==> src/tmsel_pkg.sv <==
// shared constants and types for the tdm multichannel selection block
package tmsel_pkg;
    localparam int unsigned DATA_W = 32;
    localparam int unsigned NCHAN = 128;
    localparam int unsigned CHAN_W = 7;
    localparam int unsigned NUM_EN = 4;
    localparam int unsigned ADDR_W = 6;

    // register byte offsets
    localparam logic [5:0] OFS_MCR = 6'h00;
    localparam logic [5:0] OFS_TXEN0 = 6'h04;
    localparam logic [5:0] OFS_RXEN0 = 6'h14;
    localparam logic [5:0] OFS_STEP = 6'h04;

    // control register field positions
    localparam int unsigned POS_TX_ENH = 25;
    localparam int unsigned POS_TX_B = 23;
    localparam int unsigned POS_TX_A = 21;
    localparam int unsigned POS_TX_CUR = 18;
    localparam int unsigned POS_TX_MODE = 16;
    localparam int unsigned POS_RX_ENH = 9;
    localparam int unsigned POS_RX_B = 7;
    localparam int unsigned POS_RX_A = 5;
    localparam int unsigned POS_RX_CUR = 2;
    localparam int unsigned POS_RX_EN = 0;

    // reset values
    localparam logic [1:0] BLK_RST = 2'h0;
    localparam logic [31:0] WORD_RST = 32'h0;

    typedef enum logic [1:0] {
        TXM_ALL = 2'b00,
        TXM_SEL = 2'b01,
        TXM_MASK = 2'b10,
        TXM_SYM = 2'b11
    } tmsel_txmode_e;

    typedef enum logic {
        BUS_IDLE = 1'b0,
        BUS_RESP = 1'b1
    } tmsel_bus_e;

    // slot timing strobes from the serial framer
    typedef struct packed {
        logic frameSync;
        logic slotTick;
        logic gap;
    } tmsel_slot_s;
endpackage

==> src/tmsel_fifo.sv <==
// small flip-flop fifo with valid/ready on both sides
`timescale 1ns/1ps
module tmsel_fifo #(
    parameter int unsigned WIDTH = 32,
    parameter int unsigned DEPTH = 8
) (
    input wire logic clk_sys,
    input wire logic reset,
    input wire logic [WIDTH-1:0] inData,
    input wire logic inValid,
    output logic inReady,
    output logic [WIDTH-1:0] outData,
    output logic outValid,
    input wire logic outReady
);
    localparam int unsigned AW = $clog2(DEPTH);
    localparam logic [AW:0] FULL_CNT = (AW+1)'(DEPTH);
    localparam logic [AW-1:0] LAST = AW'(DEPTH - 1);

    logic [WIDTH-1:0] mem [DEPTH];
    logic [AW-1:0] wrPtr;
    logic [AW-1:0] rdPtr;
    logic [AW:0] count;
    logic [AW:0] next_count;
    logic push;
    logic pop;

    assign push = inValid && inReady;
    assign pop = outReady && outValid;
    assign outData = mem[rdPtr];

    always_comb begin
        next_count = count;
        if (push && !pop) begin
            next_count = count + 1'b1;
        end else if (pop && !push) begin
            next_count = count - 1'b1;
        end
    end

    // flags registered so the ready seen outside is a flop
    always_ff @(posedge clk_sys) begin
        if (reset) begin
            count <= '0;
            inReady <= 1'b0;
            outValid <= 1'b0;
        end else begin
            count <= next_count;
            inReady <= next_count != FULL_CNT;
            outValid <= next_count != '0;
        end
    end

    always_ff @(posedge clk_sys) begin
        if (reset) begin
            wrPtr <= '0;
            rdPtr <= '0;
        end else begin
            if (push) begin
                wrPtr <= (wrPtr == LAST) ? '0 : wrPtr + 1'b1;
            end
            if (pop) begin
                rdPtr <= (rdPtr == LAST) ? '0 : rdPtr + 1'b1;
            end
        end
    end

    // storage needs no reset, valid guards it
    always_ff @(posedge clk_sys) begin
        if (push) begin
            mem[wrPtr] <= inData;
        end
    end
endmodule // tmsel_fifo

==> src/tmsel_slot_counter.sv <==
// channel slot counter within one tdm frame
`timescale 1ns/1ps
module tmsel_slot_counter (
    input wire logic clk_sys,
    input wire logic reset,
    input wire tmsel_pkg::tmsel_slot_s slot,
    output logic [tmsel_pkg::CHAN_W-1:0] chan,
    output logic [2:0] curBlock,
    output logic slotStart
);
    localparam logic [tmsel_pkg::CHAN_W-1:0] LAST_CHAN = 7'h7F;

    // channel index, zero on frame sync
    always_ff @(posedge clk_sys) begin
        if (reset) begin
            chan <= '0;
            slotStart <= 1'b0;
        end else if (slot.frameSync) begin
            chan <= '0;
            slotStart <= 1'b1;
        end else if (slot.slotTick && chan != LAST_CHAN) begin
            chan <= chan + 1'b1;
            slotStart <= 1'b1;
        end else begin
            // slots past the last channel are ignored
            slotStart <= 1'b0;
        end
    end

    // one subframe every sixteen slots
    assign curBlock = chan[6:4];
endmodule // tmsel_slot_counter

==> src/tmsel_select.sv <==
// tdm multichannel selection: control register, channel enable and masking
// Contract
// - unused control register bits read zero and ignore writes
// - enhanced 128-channel selection exists only when the variant parameter allows it
// - transmit enhanced bit 25: 0 normal 32-channel, 1 uses 128-bit enables
// - receive enhanced bit 9: 0 normal 32-channel, 1 uses 128-bit enables
// - transmit part B block 0..3 picks odd subframe 1,3,5,7
// - transmit part A block 0..3 picks even subframe 0,2,4,6
// - transmit current block reports subframe now transmitted, channels 16n..16n+15
// - transmit mode 0 enables and unmasks every channel, data always driven
// - output released between packets, on masked channels and on disabled ones
// - transmit mode 1 drives only selected channels, others disabled and masked
// - transmit mode 2 enables all channels, unmasks only selected ones
// - transmit mode 3 enables by receive selection, unmasks by transmit enables
// - receive part B block 0 selects channels 16 to 31
// - receive part B block 1,2,3 select subframes 3,5,7
// - receive part A block 0..3 picks even subframe 0,2,4,6
// - receive current block reports subframe now received, 0 to 7
// - receive enable bit 0 enables all; 1 receives only selected channels
//
// The Avalon-MM slave port and the register addresses were decided locally.
`timescale 1ns/1ps
module tmsel_select #(
    parameter bit ENH_SUPPORT = 1'b1,
    parameter int unsigned FIFO_DEPTH = 8
) (
    input wire logic clk_sys,
    input wire logic reset,
    input wire logic [tmsel_pkg::ADDR_W-1:0] avs_address,
    input wire logic avs_read,
    input wire logic avs_write,
    input wire logic [31:0] avs_writedata,
    output logic [31:0] avs_readdata,
    output logic avs_waitrequest,
    input wire logic [tmsel_pkg::DATA_W-1:0] txWordData,
    input wire logic txWordValid,
    output logic txWordReady,
    input wire tmsel_pkg::tmsel_slot_s txSlot,
    input wire tmsel_pkg::tmsel_slot_s rxSlot,
    output logic [tmsel_pkg::DATA_W-1:0] serialDataOut,
    output logic serialDataOutEn_n,
    output logic rxChanEnabled
);
    // control fields
    logic txEnh;
    logic [1:0] txPartB;
    logic [1:0] txPartA;
    tmsel_pkg::tmsel_txmode_e txMode;
    logic rxEnh;
    logic [1:0] rxPartB;
    logic [1:0] rxPartA;
    logic rxSelEn;

    // channel enable words, word 0 holds partition A low, B high
    logic [tmsel_pkg::NUM_EN-1:0][31:0] txEnReg;
    logic [tmsel_pkg::NUM_EN-1:0][31:0] rxEnReg;

    tmsel_pkg::tmsel_bus_e busState;
    logic wrStrobe;
    logic [31:0] mcrView;
    logic [31:0] rdMux;

    logic [tmsel_pkg::CHAN_W-1:0] txChan;
    logic [tmsel_pkg::CHAN_W-1:0] rxChan;
    logic [2:0] txCurBlock;
    logic [2:0] rxCurBlock;
    logic txStart;
    logic rxStart;

    logic txHit;
    logic rxHitTx;
    logic txEnabled;
    logic txUnmasked;
    logic rxHit;

    logic [tmsel_pkg::DATA_W-1:0] fifoData;
    logic fifoValid;
    logic fifoPop;

    // normal or enhanced channel lookup
    function automatic logic chanSel(
        input logic [6:0] ch,
        input logic [1:0] pa,
        input logic [1:0] pb,
        input logic enh,
        input logic [127:0] en
    );
        logic hit;
        hit = 1'b0;
        if (enh) begin
            hit = en[ch];
        end else if (!ch[4] && ch[6:5] == pa) begin
            hit = en[{3'b000, ch[3:0]}];
        end else if (ch[4] && ch[6:5] == pb) begin
            hit = en[{3'b001, ch[3:0]}];
        end
        return hit;
    endfunction

    // avalon slave: one wait state, then the answer
    always_ff @(posedge clk_sys) begin
        if (reset) begin
            busState <= tmsel_pkg::BUS_IDLE;
            avs_waitrequest <= 1'b1;
        end else begin
            case (busState)
                tmsel_pkg::BUS_IDLE: begin
                    if (avs_read || avs_write) begin
                        busState <= tmsel_pkg::BUS_RESP;
                        avs_waitrequest <= 1'b0;
                    end
                end
                tmsel_pkg::BUS_RESP: begin
                    busState <= tmsel_pkg::BUS_IDLE;
                    avs_waitrequest <= 1'b1;
                end
                default: begin
                    busState <= tmsel_pkg::BUS_IDLE;
                    avs_waitrequest <= 1'b1;
                end
            endcase
        end
    end

    // writes land at the edge where waitrequest is seen low
    assign wrStrobe = busState == tmsel_pkg::BUS_RESP && avs_write;

    // control register view, unused positions stay zero
    always_comb begin
        mcrView = tmsel_pkg::WORD_RST;
        mcrView[tmsel_pkg::POS_TX_ENH] = txEnh;
        mcrView[tmsel_pkg::POS_TX_B +: 2] = txPartB;
        mcrView[tmsel_pkg::POS_TX_A +: 2] = txPartA;
        mcrView[tmsel_pkg::POS_TX_CUR +: 3] = txCurBlock;
        mcrView[tmsel_pkg::POS_TX_MODE +: 2] = txMode;
        mcrView[tmsel_pkg::POS_RX_ENH] = rxEnh;
        mcrView[tmsel_pkg::POS_RX_B +: 2] = rxPartB;
        mcrView[tmsel_pkg::POS_RX_A +: 2] = rxPartA;
        mcrView[tmsel_pkg::POS_RX_CUR +: 3] = rxCurBlock;
        mcrView[tmsel_pkg::POS_RX_EN] = rxSelEn;
    end

    // read mux, unmapped offsets read zero
    always_comb begin
        rdMux = tmsel_pkg::WORD_RST;
        if (avs_address == tmsel_pkg::OFS_MCR) begin
            rdMux = mcrView;
        end
        for (int i = 0; i < tmsel_pkg::NUM_EN; i++) begin
            if (avs_address == tmsel_pkg::OFS_TXEN0 + tmsel_pkg::OFS_STEP * 6'(i)) begin
                rdMux = txEnReg[i];
            end
            if (avs_address == tmsel_pkg::OFS_RXEN0 + tmsel_pkg::OFS_STEP * 6'(i)) begin
                rdMux = rxEnReg[i];
            end
        end
    end

    // read data captured on the request and held through the answer
    always_ff @(posedge clk_sys) begin
        if (reset) begin
            avs_readdata <= tmsel_pkg::WORD_RST;
        end else if (busState == tmsel_pkg::BUS_IDLE && avs_read) begin
            avs_readdata <= rdMux;
        end
    end

    // writable control fields only; read-only and unused bits ignore writes
    always_ff @(posedge clk_sys) begin
        if (reset) begin
            txEnh <= 1'b0;
            txPartB <= tmsel_pkg::BLK_RST;
            txPartA <= tmsel_pkg::BLK_RST;
            txMode <= tmsel_pkg::TXM_ALL;
            rxEnh <= 1'b0;
            rxPartB <= tmsel_pkg::BLK_RST;
            rxPartA <= tmsel_pkg::BLK_RST;
            rxSelEn <= 1'b0;
        end else if (wrStrobe && avs_address == tmsel_pkg::OFS_MCR) begin
            // enhanced bits stick at zero on variants without them
            txEnh <= ENH_SUPPORT && avs_writedata[tmsel_pkg::POS_TX_ENH];
            rxEnh <= ENH_SUPPORT && avs_writedata[tmsel_pkg::POS_RX_ENH];
            txPartB <= avs_writedata[tmsel_pkg::POS_TX_B +: 2];
            txPartA <= avs_writedata[tmsel_pkg::POS_TX_A +: 2];
            txMode <= tmsel_pkg::tmsel_txmode_e'(avs_writedata[tmsel_pkg::POS_TX_MODE +: 2]);
            rxPartB <= avs_writedata[tmsel_pkg::POS_RX_B +: 2];
            rxPartA <= avs_writedata[tmsel_pkg::POS_RX_A +: 2];
            rxSelEn <= avs_writedata[tmsel_pkg::POS_RX_EN];
        end
    end

    // channel enable words, one per entry
    for (genvar g = 0; g < tmsel_pkg::NUM_EN; g++) begin : gEnReg
        always_ff @(posedge clk_sys) begin
            if (reset) begin
                txEnReg[g] <= tmsel_pkg::WORD_RST;
                rxEnReg[g] <= tmsel_pkg::WORD_RST;
            end else if (wrStrobe) begin
                if (avs_address == tmsel_pkg::OFS_TXEN0 + tmsel_pkg::OFS_STEP * 6'(g)) begin
                    txEnReg[g] <= avs_writedata;
                end
                if (avs_address == tmsel_pkg::OFS_RXEN0 + tmsel_pkg::OFS_STEP * 6'(g)) begin
                    rxEnReg[g] <= avs_writedata;
                end
            end
        end
    end

    // per-direction slot position
    tmsel_slot_counter uTxCnt (
        .clk_sys(clk_sys),
        .reset(reset),
        .slot(txSlot),
        .chan(txChan),
        .curBlock(txCurBlock),
        .slotStart(txStart)
    );

    tmsel_slot_counter uRxCnt (
        .clk_sys(clk_sys),
        .reset(reset),
        .slot(rxSlot),
        .chan(rxChan),
        .curBlock(rxCurBlock),
        .slotStart(rxStart)
    );

    // selection lookups for the current slots
    assign txHit = chanSel(txChan, txPartA, txPartB, txEnh, txEnReg);
    assign rxHitTx = chanSel(txChan, rxPartA, rxPartB, rxEnh, rxEnReg);
    assign rxHit = chanSel(rxChan, rxPartA, rxPartB, rxEnh, rxEnReg);

    // transmit enable and mask by mode
    always_comb begin
        case (txMode)
            tmsel_pkg::TXM_ALL: begin
                txEnabled = 1'b1;
                txUnmasked = 1'b1;
            end
            tmsel_pkg::TXM_SEL: begin
                txEnabled = txHit;
                txUnmasked = txHit;
            end
            tmsel_pkg::TXM_MASK: begin
                txEnabled = 1'b1;
                txUnmasked = txHit;
            end
            tmsel_pkg::TXM_SYM: begin
                // receive partitions steer both; transmit enables unmask
                txEnabled = rxHitTx;
                txUnmasked = rxHitTx && chanSel(txChan, rxPartA, rxPartB, txEnh, txEnReg);
            end
            default: begin
                txEnabled = 1'b0;
                txUnmasked = 1'b0;
            end
        endcase
    end

    // an enabled slot consumes a word even when masked, keeping the stream aligned
    assign fifoPop = txStart && txEnabled;

    tmsel_fifo #(
        .WIDTH(tmsel_pkg::DATA_W),
        .DEPTH(FIFO_DEPTH)
    ) uTxFifo (
        .clk_sys(clk_sys),
        .reset(reset),
        .inData(txWordData),
        .inValid(txWordValid),
        .inReady(txWordReady),
        .outData(fifoData),
        .outValid(fifoValid),
        .outReady(fifoPop)
    );

    // output drive: enable low while driving, released in gaps
    always_ff @(posedge clk_sys) begin
        if (reset) begin
            serialDataOutEn_n <= 1'b1;
        end else if (txSlot.gap) begin
            serialDataOutEn_n <= 1'b1;
        end else if (txStart) begin
            serialDataOutEn_n <= !(txEnabled && txUnmasked);
        end
    end

    // underrun sends zero rather than stale data
    always_ff @(posedge clk_sys) begin
        if (reset) begin
            serialDataOut <= tmsel_pkg::WORD_RST;
        end else if (fifoPop) begin
            serialDataOut <= fifoValid ? fifoData : tmsel_pkg::WORD_RST;
        end
    end

    // receive slot qualification
    always_ff @(posedge clk_sys) begin
        if (reset) begin
            rxChanEnabled <= 1'b0;
        end else begin
            rxChanEnabled <= rxStart && (!rxSelEn || rxHit);
        end
    end

    AST_RSV_ZERO: assert property (@(posedge clk_sys) disable iff (reset)
        !avs_waitrequest && avs_read && avs_address == tmsel_pkg::OFS_MCR
            |-> avs_readdata[31:26] == 6'h00 && avs_readdata[15:10] == 6'h00
            && !avs_readdata[1])
        else $error("reserved bits read nonzero");

    AST_ENH_GATE: assert property (@(posedge clk_sys) disable iff (reset)
        !ENH_SUPPORT |-> !txEnh && !rxEnh)
        else $error("enhanced mode set on variant without it");

    AST_CUR_CLEAR: assert property (@(posedge clk_sys) disable iff (reset)
        txSlot.frameSync |=> txCurBlock == 3'h0 && txStart)
        else $error("current block not cleared on frame sync");

    AST_MODE_ALL: assert property (@(posedge clk_sys) disable iff (reset)
        txStart && txMode == tmsel_pkg::TXM_ALL && !txSlot.gap |=> !serialDataOutEn_n)
        else $error("mode 0 slot not driven");

    AST_GAP_MASK: assert property (@(posedge clk_sys) disable iff (reset)
        txSlot.gap |=> serialDataOutEn_n)
        else $error("output driven in packet gap");

    AST_MODE_SEL: assert property (@(posedge clk_sys) disable iff (reset)
        txStart && txMode == tmsel_pkg::TXM_SEL && !txHit |-> !fifoPop ##1 serialDataOutEn_n)
        else $error("unselected channel used in mode 1");

    AST_MODE_MASK: assert property (@(posedge clk_sys) disable iff (reset)
        txStart && txMode == tmsel_pkg::TXM_MASK && !txSlot.gap |-> fifoPop ##1 serialDataOutEn_n == !txHit)
        else $error("mode 2 enable or mask wrong");

    AST_MODE_SYM: assert property (@(posedge clk_sys) disable iff (reset)
        txStart && txMode == tmsel_pkg::TXM_SYM |-> fifoPop == rxHitTx)
        else $error("mode 3 enable not following receive selection");

    AST_RX_ALL: assert property (@(posedge clk_sys) disable iff (reset)
        rxStart && !rxSelEn |=> rxChanEnabled)
        else $error("receive slot dropped with selection off");

    AST_BUS_ANSWER: assert property (@(posedge clk_sys) disable iff (reset)
        busState == tmsel_pkg::BUS_IDLE && (avs_read || avs_write) |=> !avs_waitrequest ##1 avs_waitrequest)
        else $error("bus answer timing wrong");
endmodule // tmsel_select

==> config.mk <==
export PLATFORM = sky130hd
export DESIGN_NAME = tmsel_select
export DESIGN_NICKNAME = d
export VERILOG_FILES = /design/src/tmsel_pkg.sv /design/src/tmsel_fifo.sv /design/src/tmsel_slot_counter.sv /design/src/tmsel_select.sv
export SDC_FILE = /design/constraint.sdc
export NUM_CORES = 1
export LEC_CHECK = 0
export CORE_ASPECT_RATIO = 1.4
export CORE_MARGIN = 2
export CORE_UTILIZATION = 35
export CTS_CLUSTER_DIAMETER = 120
export DETAILED_ROUTE_END_ITERATION = 10
export DONT_BUFFER_PORTS = 1
export HOLD_SLACK_MARGIN = 0.02
export PLACE_DENSITY_LB_ADDON = 0.1
export RECOVER_POWER = 100
export SLEW_MARGIN = 15
export SYNTH_ARGS = -nofsm -noshare
export SYNTH_HDL_FRONTEND = slang
export SYNTH_SLANG_ARGS = --single-unit
export TNS_END_PERCENT = 10
==> constraint.sdc <==
create_clock -name clk_sys -period 7.74 [get_ports clk_sys]
set_input_delay 0 -clock clk_sys [delete_from_list [all_inputs] [get_ports clk_sys]]
set_output_delay 0 -clock clk_sys [all_outputs]
set_load 0.005 [all_outputs]
# After elaboration in Yosys (flattened, before gate mapping)

Memory sizes are Yosys's and may differ from the RTL's. A register that Yosys moved wholly into a read port is not among the register bits.
Cells that the tools add are included.

Flip-flop bits (word level): 365
Bits in writable memories: 256
Input bits: 81
Output and inout port bits: 68
Word-level logic and storage cells: 170
Memories: 1

Memories:

| name        | depth | bits a word | read ports | clocked after Yosys merged registers in | write ports | RTL line         | text |
|---|---|---|---|---|---|---|---|
| uTxFifo.mem | 8     | 32          | 1          | 1                                       | 1           | tmsel_fifo.sv:20 | `logic [WIDTH-1:0] mem [DEPTH];` |

Add/subtract/negate cells: 6
Order comparisons: 6
Equal/unequal tests: 23
Muxes and demuxes: 59
Bitwise operators: 1
Reductions and logical operators: 43

Operator list:

| operator            | count |
|---|---|
| $mux 32             | 9 |
| $mux 1              | 30 |
| $mux 26             | 1 |
| $bmux 1 s4          | 6 |
| $eq 6x5->1 const B  | 4 |
| $bmux 1 s7          | 3 |
| $logic_and 1x1->1   | 19 |
| $lt 4x8->1 const B  | 2 |
| $lt 5x8->1 const B  | 2 |
| $lt 7x8->1 const B  | 2 |
| $reduce_and 2->1    | 8 |
| $add 7x1->7 const B | 2 |
| $ne 7x7->1 const B  | 2 |
| $eq 2x2->1          | 6 |
| $eq 6x4->1 const B  | 2 |
| $mux 3              | 4 |
| $reduce_or 2->1     | 5 |
| $mux 4              | 2 |
| $add 3x1->3 const B | 2 |
| $eq 3x3->1 const B  | 2 |
| $eq 6x3->1 const B  | 1 |
| $eq 6x6->1 const B  | 1 |
| $logic_not 1->1     | 6 |
| $logic_not 6->1     | 1 |
| 12 further kinds    | 16 |

# Logic depth before layout (Yosys ltp)

Gate-level depths: netlist of run 1.

Depth after elaboration: 12
Gate-level depth with buffers: 15
Mapped depth without buffers: 10

# Hierarchy

A second synthesis of run 1 with hierarchy kept.

Cell total of the unflattened synthesis: 2605
Area, all modules: 28487.3 µm²

Modules (own cells, without submodules):

| module             | instances | cells each | area an instance (µm²) | seq. area each (µm²) |
|---|---|---|---|---|
| tmsel_select       | 1         | 2056       | 17169.0                | 6746.5 |
| tmsel_fifo         | 1         | 465        | 10507.6                | 7987.7 |
| tmsel_slot_counter | 2         | 42         | 405.4                  | 160.2 |

# Worst setup path before layout of run 1

OpenSTA, ideal clock, no wires.

Path kind: reg2reg
Start: register uTxFifo.inReady
End: memory uTxFifo.mem[0][0] (enable)
Library setup time: 0.501 ns
Data arrival time: 3.701 ns
Data required time: 7.239 ns
Slack: 3.538 ns
Cell stages (with the launch flop): 4
Path buffers: 1
Period minus slack after synthesis: 4.202 ns
Cell sequence: dfxtp_1 nand2_1 clkbuf_1 nor4_1

Longest elaborated chain between the ends: 3

Ends and longest elaborated chain:

| item                         | RTL line         | text |
|---|---|---|
| start: declaration           | tmsel_fifo.sv:11 | `output logic inReady,` |
| start signal: assignment     | tmsel_fifo.sv:45 | `inReady <= 1'b0;` |
| start signal: assignment     | tmsel_fifo.sv:49 | `inReady <= next_count != FULL_CNT;` |
| $logic_and 1x1->1            | tmsel_fifo.sv:28 | `assign push = inValid && inReady;` |
| $mux 1                       | tmsel_fifo.sv:70 | `if (push) begin` |
| $mux 1 (implied by the code) | tmsel_fifo.sv:71 | `mem[wrPtr] <= inData;` |
| end: declaration             | tmsel_fifo.sv:20 |  |

Every way passes these cells.

# Worst setup path in the final report of run 1

Start: register uTxCnt.chan[0] (netlist bit)
End: register serialDataOutEn_n

Longest elaborated chain between the ends: 10
Elaborated cells on any way between the ends: 27
Those cells by class: mux (24); reduce/logical (3)

Ends and longest elaborated chain:

| item                                                               | RTL line                 | text |
|---|---|---|
| start: declaration                                                 | tmsel_slot_counter.sv:7  | `output logic [tmsel_pkg::CHAN_W-1:0] chan,` |
| start signal: assignment                                           | tmsel_slot_counter.sv:22 | `chan <= chan + 1'b1;` |
| parallel branches: the longest is 8 deep, another holds $bmux 1 s7 | --                       |  |
| $logic_and 1x1->1 *                                                | tmsel_select.sv:284      | `serialDataOutEn_n <= !(txEnabled && txUnmasked);` |
| $logic_not 1->1 *                                                  | tmsel_select.sv:284      |  |
| end signal: assignment                                             | tmsel_select.sv:284      |  |
| end: declaration                                                   | tmsel_select.sv:41       | `output logic serialDataOutEn_n,` |

Every way passes the cells marked *. The select of a mux whose other input is x is not followed.
A chain may end at the register's enable or synchronous reset.

==> results of run 1 <==
-- worst paths after layout --
kind / slack [ns] / cells past startpoint / from / endpoint
min: 0.05 / 3 / txSlot[0] / serialDataOutEn_n
max: 1.99 / 10 / uTxCnt.chan[0] / serialDataOutEn_n
min reg2reg: 0.47 / 2 / txEnReg[36] / txEnReg[36]
max reg2reg: 1.99 / 10 / uTxCnt.chan[0] / serialDataOutEn_n
-- per-layer routing --
| metal | global-route usage (%) | up-vias | wire [µm] | part of all wire (%) |
|---|---|---|---|---|
| met5 | 0 | - | 40 | 0.039 |
| met3 | 3.56 | 221 | 5460 | 5.3 |
| met4 | 13.2 | 6 | 5520 | 5.4 |
| met2 | 45.2 | 814 | 53100 | 52 |
| met1 | 27.8 | 10600 | 38300 | 37 |
| li1 | - | 9287 | - | - |
-- registers in the layout, summed over array words and instances, names as in the netlist, 2 cells and up, named ones only --
| register | flops |
|---|---|
| avs_readdata | 32 |
| rxEnReg | 128 |
| rxPartA | 2 |
| rxPartB | 2 |
| serialDataOut | 32 |
| txEnReg | 128 |
| txMode | 2 |
| txPartA | 2 |
| txPartB | 2 |
| uRxCnt.chan | 7 |
| uTxCnt.chan | 7 |
| uTxFifo.count | 4 |
| uTxFifo.mem | 256 |
| uTxFifo.rdPtr | 3 |
| uTxFifo.wrPtr | 3 |
-- Yosys cell counts (all sizes together) (4+ instances only) --
cell type	n
a222oi	14
a31oi	25
nor2b	8
nand3	56
o21ai	55
ha	13
a22oi	51
buf	40
or2	7
mux4	147
nand2b	9
nand4	13
and2	10
nand2	610
mux2i	61
nor4	14
clkbuf	195
a21oi	348
edfxtp	256
xnor2	12
a22o	34
nand3b	5
dfxtp	368
nor3	14
nor2	54
inv	12
a221oi	36
a311oi	4
xor2	15
mux2	34
-- cell families after synthesis --
group / Yosys count / synth area share, %
AO/OA/AOI/OAI: 593 / 12.9
XOR/XNOR: 27 / 0.851
AND/OR/NAND/NOR: 813 / 12.1
buffers and inverters: 248 / 3.75
adder cells (fa/ha/maj): 13 / 0.585
multiplexers: 242 / 15.6
flip-flops: 624 / 54.1
-- cell usage in the layout, fill, tap and decap left out, drive strengths merged, types with 34 or more instances in the layout --
master / Yosys / layout
nand3: 56 / 56
clkbuf: 195 / 113
dfxtp: 368 / 368
nor2: 54 / 54
mux2i: 61 / 61
a22o: 34 / 34
a22oi: 51 / 51
mux2: 34 / 34
edfxtp: 256 / 256
a21oi: 348 / 348
dlygate4sd3: 0 / 81
mux4: 147 / 147
a221oi: 36 / 36
nand2: 610 / 610
o21ai: 55 / 55
-- area by class of cell --
type | instances | area (µm²) | share of cell area, %
sequential | 624 | 15100 | 47.6
multi-input combinational | 1688 | 11800 | 37.3
clock buffer | 99 | 2010 | 6.36
tap | 1054 | 1320 | 4.17
timing repair buffer | 125 | 1110 | 3.51
clock inverter | 26 | 290 | 0.917
inverter | 13 | 48.8 | 0.154
antenna | 2 | 5.00 | 0.0158
-- power by group through the flow --
| stage | registers [mW] | clock network [mW] | logic [mW] |
|---|---|---|---|
| 4_1_cts | 3.55 | 3.45 | 0.521 |
| 3_5_place_dp | 3.62 | 0 | 0.412 |
| 6_report | 3.55 | 3.37 | 0.509 |
| 3_3_place_gp | 3.62 | 0 | 0.409 |
| 5_1_grt | 3.56 | 3.56 | 0.550 |
| 2_1_floorplan | 3.58 | 0 | 0.354 |
-- worst reg2reg max path: stages, from the launching register on --
cell	delay, ns
dfxtp_1	0.87
clkbuf_1	0.85
mux4_1	0.68
mux2_1	0.36
a21oi_2	0.16
o41ai_1	0.10
a311o_1	0.31
a311o_1	0.47
nand2_1	1.28
a31oi_1	0.32
o21ai_0	0.26
==> flow_summary.yaml, run 1 <==
cells_and_area:
  postLayoutCoreUtil_pct: 40.1
  fin_area_um2: 31600
  drive_above_1_share_pct: 13.5
  fin_cells: 3631
  n_fill_cell: 7638
  syn_to_final_growth_pct: 13.8
  final_net_count: 2615
timing:
  fin_tns_setup_ns: 0
  setup_violations: 0
  fin_ws_ns: 1.99
  drv_slew: 761
  worstMarginPinSlew_ns: 4.20
  hold_violations: 0
  max_slew_margin_pct: -180
  finalCriticalPeriod_ns: 5.75
  fin_skew_ns: 0.0333
  max_freq_mhz: 174
  hold_ws_ns: 0.0512
  finalCritPeriodShare_pct: 74.3
  rsz0062_at_grt: "no"
global_route:
  grt_usage_pct: 24.7
  grt_max_degree: 324
  grt.overflow.total: 0
  antenna_found_initial: 7
  grt_pass1_wl_um: 148000
  grt_pass1_vias: 20900
power_and_ir_drop:
  switchingPower_mw: 1.76
  pwr_density_cell_nw_per_um2: 235
  p_clk_share_pct: 45.4
  p_leak_nw: 9.64
  p_seq_share_pct: 47.7
  total_power_mw: 7.43
  irDropWorstVdd_mv: 0.195
  power_frac_comb_pct: 6.8
  swShare_pct: 23.7
  internal_power_mw: 5.67
clock_tree:
  clock_latency_ns: 0.63
  cts_tree: "done"
  htree_levels: 3
  cts_resized: 0
  clock_sinks: 624
  numCtsBuffers: 69
  postCtsHoldBufs: 81
  cts_root_buf: "clkbuf_16"
  clkTransAtPathRegs_ns: 0.06
  clockBufferDepth: 3
  cts_setup_buffers: 0
drt:
  vias: 20900
  dr.pass1.iters: 7
  drtAntennaViolNets: 0
  route.detailed.drc: 0
  via_per_inst: 5.77
  drt-total-wl_um: 102000
  drt_iter0_markers: 1792
  wl_per_cell_um: 28.2
placement:
  gp_congestion: 0.919
  io_buffers: 0
  placed_cell_area_um2: 28600
  dp.cells: 3421
  pre_cts_ws_ns: 2.97
  dp_hpwl_um: 65200
worst_setup_path:
  cpMostUsedCell: "a311o_1"
  startpoint_type: "flip-flop"
  crit_fanout: 33
  worst_setup_path_end_kind: "flip-flop"
  worstSetupPathType: "reg2reg"
  crit_required_ns: 8.27
  cp_num_buf_inv: 1
  path_cells: "clkbuf_1 -> mux4_1 -> mux2_1 -> a21oi_2 -> o41ai_1 -> a311o_1 -> a311o_1 -> nand2_1 -> a31oi_1 -> o21ai_0"
  cp.arrival_ns: 6.27
  max_stage_delay_ns: 1.28
  crit_family: "compound AO/OA/AOI/OAI gates"
  critical_path.slowest_cell: "nand2_1"
synthesis:
  synth_cell_types: 74
  synth_edf_count: 256
  seq_area_frac_synth_pct: 54.1
  ys_async_sr_fraction_pct: 0
  synth_cells: 2560
  syn_area_um2: 27800
  synth_top_area_cell: "edfxtp_1"
  ys_seq_elements: 624
  synth_area_leaders: "edfxtp_1 (28%), dfxtp_1 (26%), mux4_2 (11%), nand2_1 (8.2%), a21oi_1 (6.2%)"
  yosysTopAreaCellShare_pct: 27.6
  yosys_most_used_dff: "dfxtp_1"
  synthesis.nets: 2654
  syn_avg_cell_area_um2: 10.9
  yosysWarnings: 0
worst_hold_path:
  hold_class: "in2reg"
floorplanning:
  start_util_pct: 35.2
  rows: 122
  dieArea_um2: 81700
  io_pins: 149
  coreArea_um2: 78900
  die_h_um: 337
  die_w_um: 242
job:
  max_cap_violations: 19
outcome:
  outcome: "finished with violations"
  violations: "capacitance limit, slew limit"
(Power assumes the default switching activity.)
==> run 2, diff against run 1 <==
- clock period: 7.74 -> 4.8 ns (I/O delays scaled with it)
==> flow_summary.yaml, run 2 (synthesized netlist as in run 1, its figures left out) <==
cells_and_area:
  top_regs: "uTxFifo.mem: 256 flops, rxEnReg: 128 flops, txEnReg: 128 flops"
  syn_to_final_growth_pct: 16.7
  postLayoutCoreUtil_pct: 41.1
  top_register: "uTxFifo.mem"
  largest_reg_flops: 256
  final_cell_mix: "nand2_1 (609), dfxtp_1 (361), a21oi_1 (347)"
  drive_above_1_share_pct: 13.8
  final_common_cell: "nand2_1"
  n_fill_cell: 7573
  seq_area_um2: 15100
  final_net_count: 2701
  multi_input_area_um2: 11800
  fin_cells: 3714
  fin_area_um2: 32500
power_and_ir_drop:
  pwr_density_cell_nw_per_um2: 367
  total_power_mw: 11.9
  p_leak_nw: 10.2
  p_clk_share_pct: 44.9
  internal_power_mw: 9.10
  irDropWorstVdd_mv: 0.286
  p_seq_share_pct: 48.2
  swShare_pct: 23.6
  switchingPower_mw: 2.82
  power_frac_comb_pct: 6.9
timing:
  rsz0062_at_grt: "no"
  setup_violations: 0
  finalCritPeriodShare_pct: 93.9
  max_freq_mhz: 222
  hold_ws_ns: 0.0478
  fin_ws_ns: 0.292
  drv_slew: 691
  finalCriticalPeriod_ns: 4.51
  max_slew_margin_pct: -179
  worstMarginPinSlew_ns: 4.18
  fin_tns_setup_ns: 0
  fin_skew_ns: 0.0236
  hold_violations: 0
worst_setup_path:
  path_cells: "buf_12 -> nor2b_1 -> a22oi_1 -> and3_1 -> o31ai_1 -> a31oi_1 -> o31ai_4 -> and2_4 -> nand3_1 -> a21oi_1 -> dlygate4sd3_1"
  worst_setup_path_end_kind: "flip-flop"
  crit_fanout: 22
  max_stage_delay_ns: 0.76
  cp.arrival_ns: 5.06
  crit_required_ns: 5.35
  worstSetupPathType: "reg2reg"
  critical_path.slowest_cell: "dfxtp_2"
  startpoint_type: "flip-flop"
placement:
  pre_cts_ws_ns: 0.649
  placed_cell_area_um2: 28800
  dp_hpwl_um: 68000
  io_buffers: 0
  dp.cells: 3437
  gp_congestion: 0.950
clock_tree:
  clockBufferDepth: 3
  numCtsBuffers: 68
  cts_resized: 0
  clock_latency_ns: 0.62
  clkTransAtPathRegs_ns: 0.06
  cts_tree: "done"
  clock_sinks: 624
  htree_levels: 3
  cts_root_buf: "clkbuf_16"
floorplanning:
  die_h_um: 337
  rows: 122
  start_util_pct: 35.2
  io_pins: 149
  die_w_um: 242
  dieArea_um2: 81700
  coreArea_um2: 78900
global_route:
  antenna_found_initial: 8
  grt_usage_pct: 25.4
  grt.overflow.total: 0
  grt_max_degree: 288
  grt_pass1_vias: 21800
  grt_pass1_wl_um: 152000
outcome:
  outcome: "finished with violations"
  violations: "capacitance limit, slew limit"
drt:
  vias: 21200
  drt-total-wl_um: 105000
  dr.pass1.iters: 7
  wl_per_cell_um: 28.2
  route.detailed.drc: 0
  drt_iter0_markers: 1801
  drtAntennaViolNets: 0
  via_per_inst: 5.71
job:
  max_cap_violations: 19
worst_hold_path:
  hold_class: "in2reg"
run 2: changes by cell type in the layout (fill, tap and decap cells not counted), sizes merged:
cell / before / now
buf: 30 / 46
bufinv: 5 / 4
clkbuf: 113 / 110
clkinv: 17 / 19
diode: 2 / 3
dlygate4sd3: 81 / 151
inv: 15 / 13
run 2: cell type report:
type                    instances  area share (%)
repair buffers                212            6.11
diodes                          3          0.0231
flip-flops and latches        624            46.4
multi-input cells            1688            36.3
clock buffers                  95            6.16
clock inverters                25           0.760
well taps                    1054            4.06
inverters                      13           0.150
run 2: timing repair:
| action | 4_1_cts | 5_1_grt |
|---|---|---|
| endpoints found under the hold margin | 608 | 86 |
| setup buffers | 0 | 0 |
| hold buffers | 152 | 1 |
run 2: power by group through the flow:
stage / clock network (mW) / registers, mW / logic [mW]
floorplan: 0 / 5.78 / 0.572
global placement: 0 / 5.86 / 0.639
detailed placement: 0 / 5.87 / 0.647
CTS: 5.46 / 5.75 / 0.837
global route: 5.64 / 5.76 / 0.893
finish: 5.35 / 5.75 / 0.824
run 2: layer usage:
metal	GRT usage [%]	up-vias	share of wire, %
li1	-	9467	-
met1	28.1	10600	37
met2	46.4	838	52
met5	0	-	0.022
met3	3.64	266	5.0
met4	15.1	4	6.2
run 2: final timing paths:
kind                                startpoint  depth (start not counted)          endpoint  slack (ns)
worst min-delay path                  avs_read                          4  avs_readdata[24]        0.05
worst min register to register      txEnReg[0]                          2        txEnReg[0]        0.47
worst max register to register  uTxCnt.chan[0]                         11  serialDataOut[2]        0.29
worst max-delay path            uTxCnt.chan[0]                         11  serialDataOut[2]        0.29
run 2: critical path: cells and delay by family, from the launching register on:
kind | cells | cell delay (ns)
AND/OR/NAND/NOR | 4 | 1.41
flip-flops | 1 | 0.76
buffers and inverters | 2 | 0.84
AO/OA/AOI/OAI | 5 | 1.39
==> run 3, diff against run 2 <==
- CTS_CLUSTER_SIZE: unset -> 14
- PLACE_DENSITY: unset -> 0.5
- PLACE_DENSITY_LB_ADDON: 0.1 -> unset
==> flow_summary.yaml, run 3 (synthesized netlist as in run 1, its figures left out) <==
outcome:
  outcome: "finished with violations"
  violations: "capacitance limit, slew limit"
global_route:
  antenna_found_initial: 6
  grt_pass1_vias: 21400
  grt_usage_pct: 24.2
  grt_max_degree: 287
  grt.overflow.total: 0
  grt_pass1_wl_um: 146000
timing:
  hold_ws_ns: 0.0740
  hold_violations: 0
  rsz0062_at_grt: "no"
  finalCriticalPeriod_ns: 4.51
  worstMarginPinSlew_ns: 2.76
  setup_violations: 0
  finalCritPeriodShare_pct: 94.0
  fin_skew_ns: 0.0359
  max_slew_margin_pct: -84.5
  fin_tns_setup_ns: 0
  max_freq_mhz: 222
  drv_slew: 570
cells_and_area:
  n_fill_cell: 7639
  syn_to_final_growth_pct: 12.8
  final_net_count: 2658
  top_regs: "uTxFifo.mem: 256 flops, rxEnReg: 128 flops, txEnReg: 128 flops"
  drive_above_1_share_pct: 11.9
  largest_reg_flops: 256
  final_common_cell: "nand2_1"
  top_register: "uTxFifo.mem"
  final_cell_mix: "nand2_1 (609), dfxtp_1 (361), a21oi_1 (347)"
power_and_ir_drop:
  irDropWorstVdd_mv: 0.269
  p_leak_nw: 9.58
  pwr_density_cell_nw_per_um2: 332
worst_setup_path:
  critical_path.slowest_cell: "dfxtp_2"
  crit_fanout: 32
  r2r_slack_ns: 0.29
  worst_setup_path_end_kind: "flip-flop"
  r2r_end: "serialDataOut[7]"
  path_depth: 12
  max_stage_delay_ns: 0.86
  path_cells: "buf_4 -> mux4_2 -> a221oi_1 -> o21ai_0 -> nand4_1 -> nand3b_1 -> a311o_1 -> nand2_1 -> buf_4 -> nand2_1 -> a21oi_1 -> dlygate4sd3_1"
  crit_required_ns: 5.36
  startpoint_type: "flip-flop"
  r2r_start: "uTxCnt.chan[0]"
  worstSetupPathType: "reg2reg"
  worst-r2r-cell-count: 12
  cp.arrival_ns: 5.07
  crit_family: "buffers and inverters"
  cp_num_buf_inv: 3
clock_tree:
  numCtsBuffers: 50
  clockBufferDepth: 3
  clock_sinks: 624
  cts_root_buf: "clkbuf_16"
  cts_resized: 0
  cts_tree: "done"
  htree_levels: 2
  clock_latency_ns: 0.63
  clkTransAtPathRegs_ns: 0.07
floorplanning:
  coreArea_um2: 78900
  dieArea_um2: 81700
  start_util_pct: 35.2
  die_h_um: 337
  io_pins: 149
  rows: 122
  die_w_um: 242
worst_hold_path:
  hold_class: "in2reg"
  worstHoldStart: "avs_address[0]"
  holdPathEnd: "avs_readdata[24]"
  hold-path-cell-count: 5
drt:
  drt-total-wl_um: 99900
  m1WireLength_um: 36700
  vias: 21200
  dr.pass1.iters: 6
  drt_iter0_markers: 1804
  dr_wl_met2_um: 52200
  via_per_inst: 5.80
  drtAntennaViolNets: 0
  route.detailed.drc: 0
  wl_met3_um: 5180
  dr.max_layer_used: "met5"
  wl_per_cell_um: 27.4
placement:
  dp_hpwl_um: 63700
  gp_congestion: 0.978
  io_buffers: 0
job:
  max_cap_violations: 16
[run 3: repair_timing]
action	4_1_cts	5_1_grt
hold buffers	135	1
endpoints found under the setup margin	0	0
setup buffers	0	0
hold endpoints to repair	600	112
[run 3: how the worst max path moves through the flow]
stage	startpoint	endpoint	slack, ns
5_1_grt	uTxCnt.chan[0]	serialDataOut[10]	0.08
4_1_cts	uTxCnt.chan[0]	serialDataOut[8]	0.31
3_3_place_gp	uTxCnt.chan[0]	uTxFifo.outValid	0.84
2_1_floorplan	uTxFifo.inReady	uTxFifo.mem[0][0]	0.60
6_report	uTxCnt.chan[0]	serialDataOut[7]	0.29
3_5_place_dp	uTxCnt.chan[0]	uTxFifo.outValid	0.85
[run 3: worst register-to-register path, cell delays in order (launching register included)]
cell and delay, ns:
dfxtp_2 0.86, buf_4 0.33, mux4_2 0.54, a221oi_1 0.40, o21ai_0 0.19, nand4_1 0.12, nand3b_1 0.11, a311o_1 0.45
nand2_1 0.23, buf_4 0.40, nand2_1 0.12, a21oi_1 0.13, dlygate4sd3_1 0.57
[run 3: cell type report]
| cell class | count | area [µm²] | area share [%] |
|---|---|---|---|
| antenna | 4 | 10.0 | 0.0319 |
| clock buffer | 72 | 1330 | 4.25 |
| clock inverter | 4 | 42.5 | 0.136 |
| inverter | 13 | 48.8 | 0.156 |
| multi-input combinational | 1688 | 11800 | 37.6 |
| sequential | 624 | 15100 | 48.1 |
| tap | 1054 | 1320 | 4.21 |
| timing repair buffer | 187 | 1750 | 5.57 |
[run 3: layer usage]
layer,up-vias,GRT usage (%)
met5,-,0
met4,4,13.1
met3,253,3.36
met2,866,44.5
met1,10700,27.0
li1,9357,-
[run 3: through the flow]
stage	worst slack [ns]	utilization, %	power, mW	cell area [µm²]	cells
finish	0.289	39.7	10.4	31400	3646
floorplan	0.598	-	6.35	27800	2560
detailed placement	0.850	36.4	6.49	28700	3429
CTS	0.309	39.9	10.5	31500	3640
global route	0.0810	39.7	10.8	31400	3646
global placement	0.840	36.4	6.48	28700	3429
[run 3: report_power, final]
part	internal, mW	switching (mW)
logic	0.340	0.458
registers	5.62	0.130
clock network	1.92	1.94
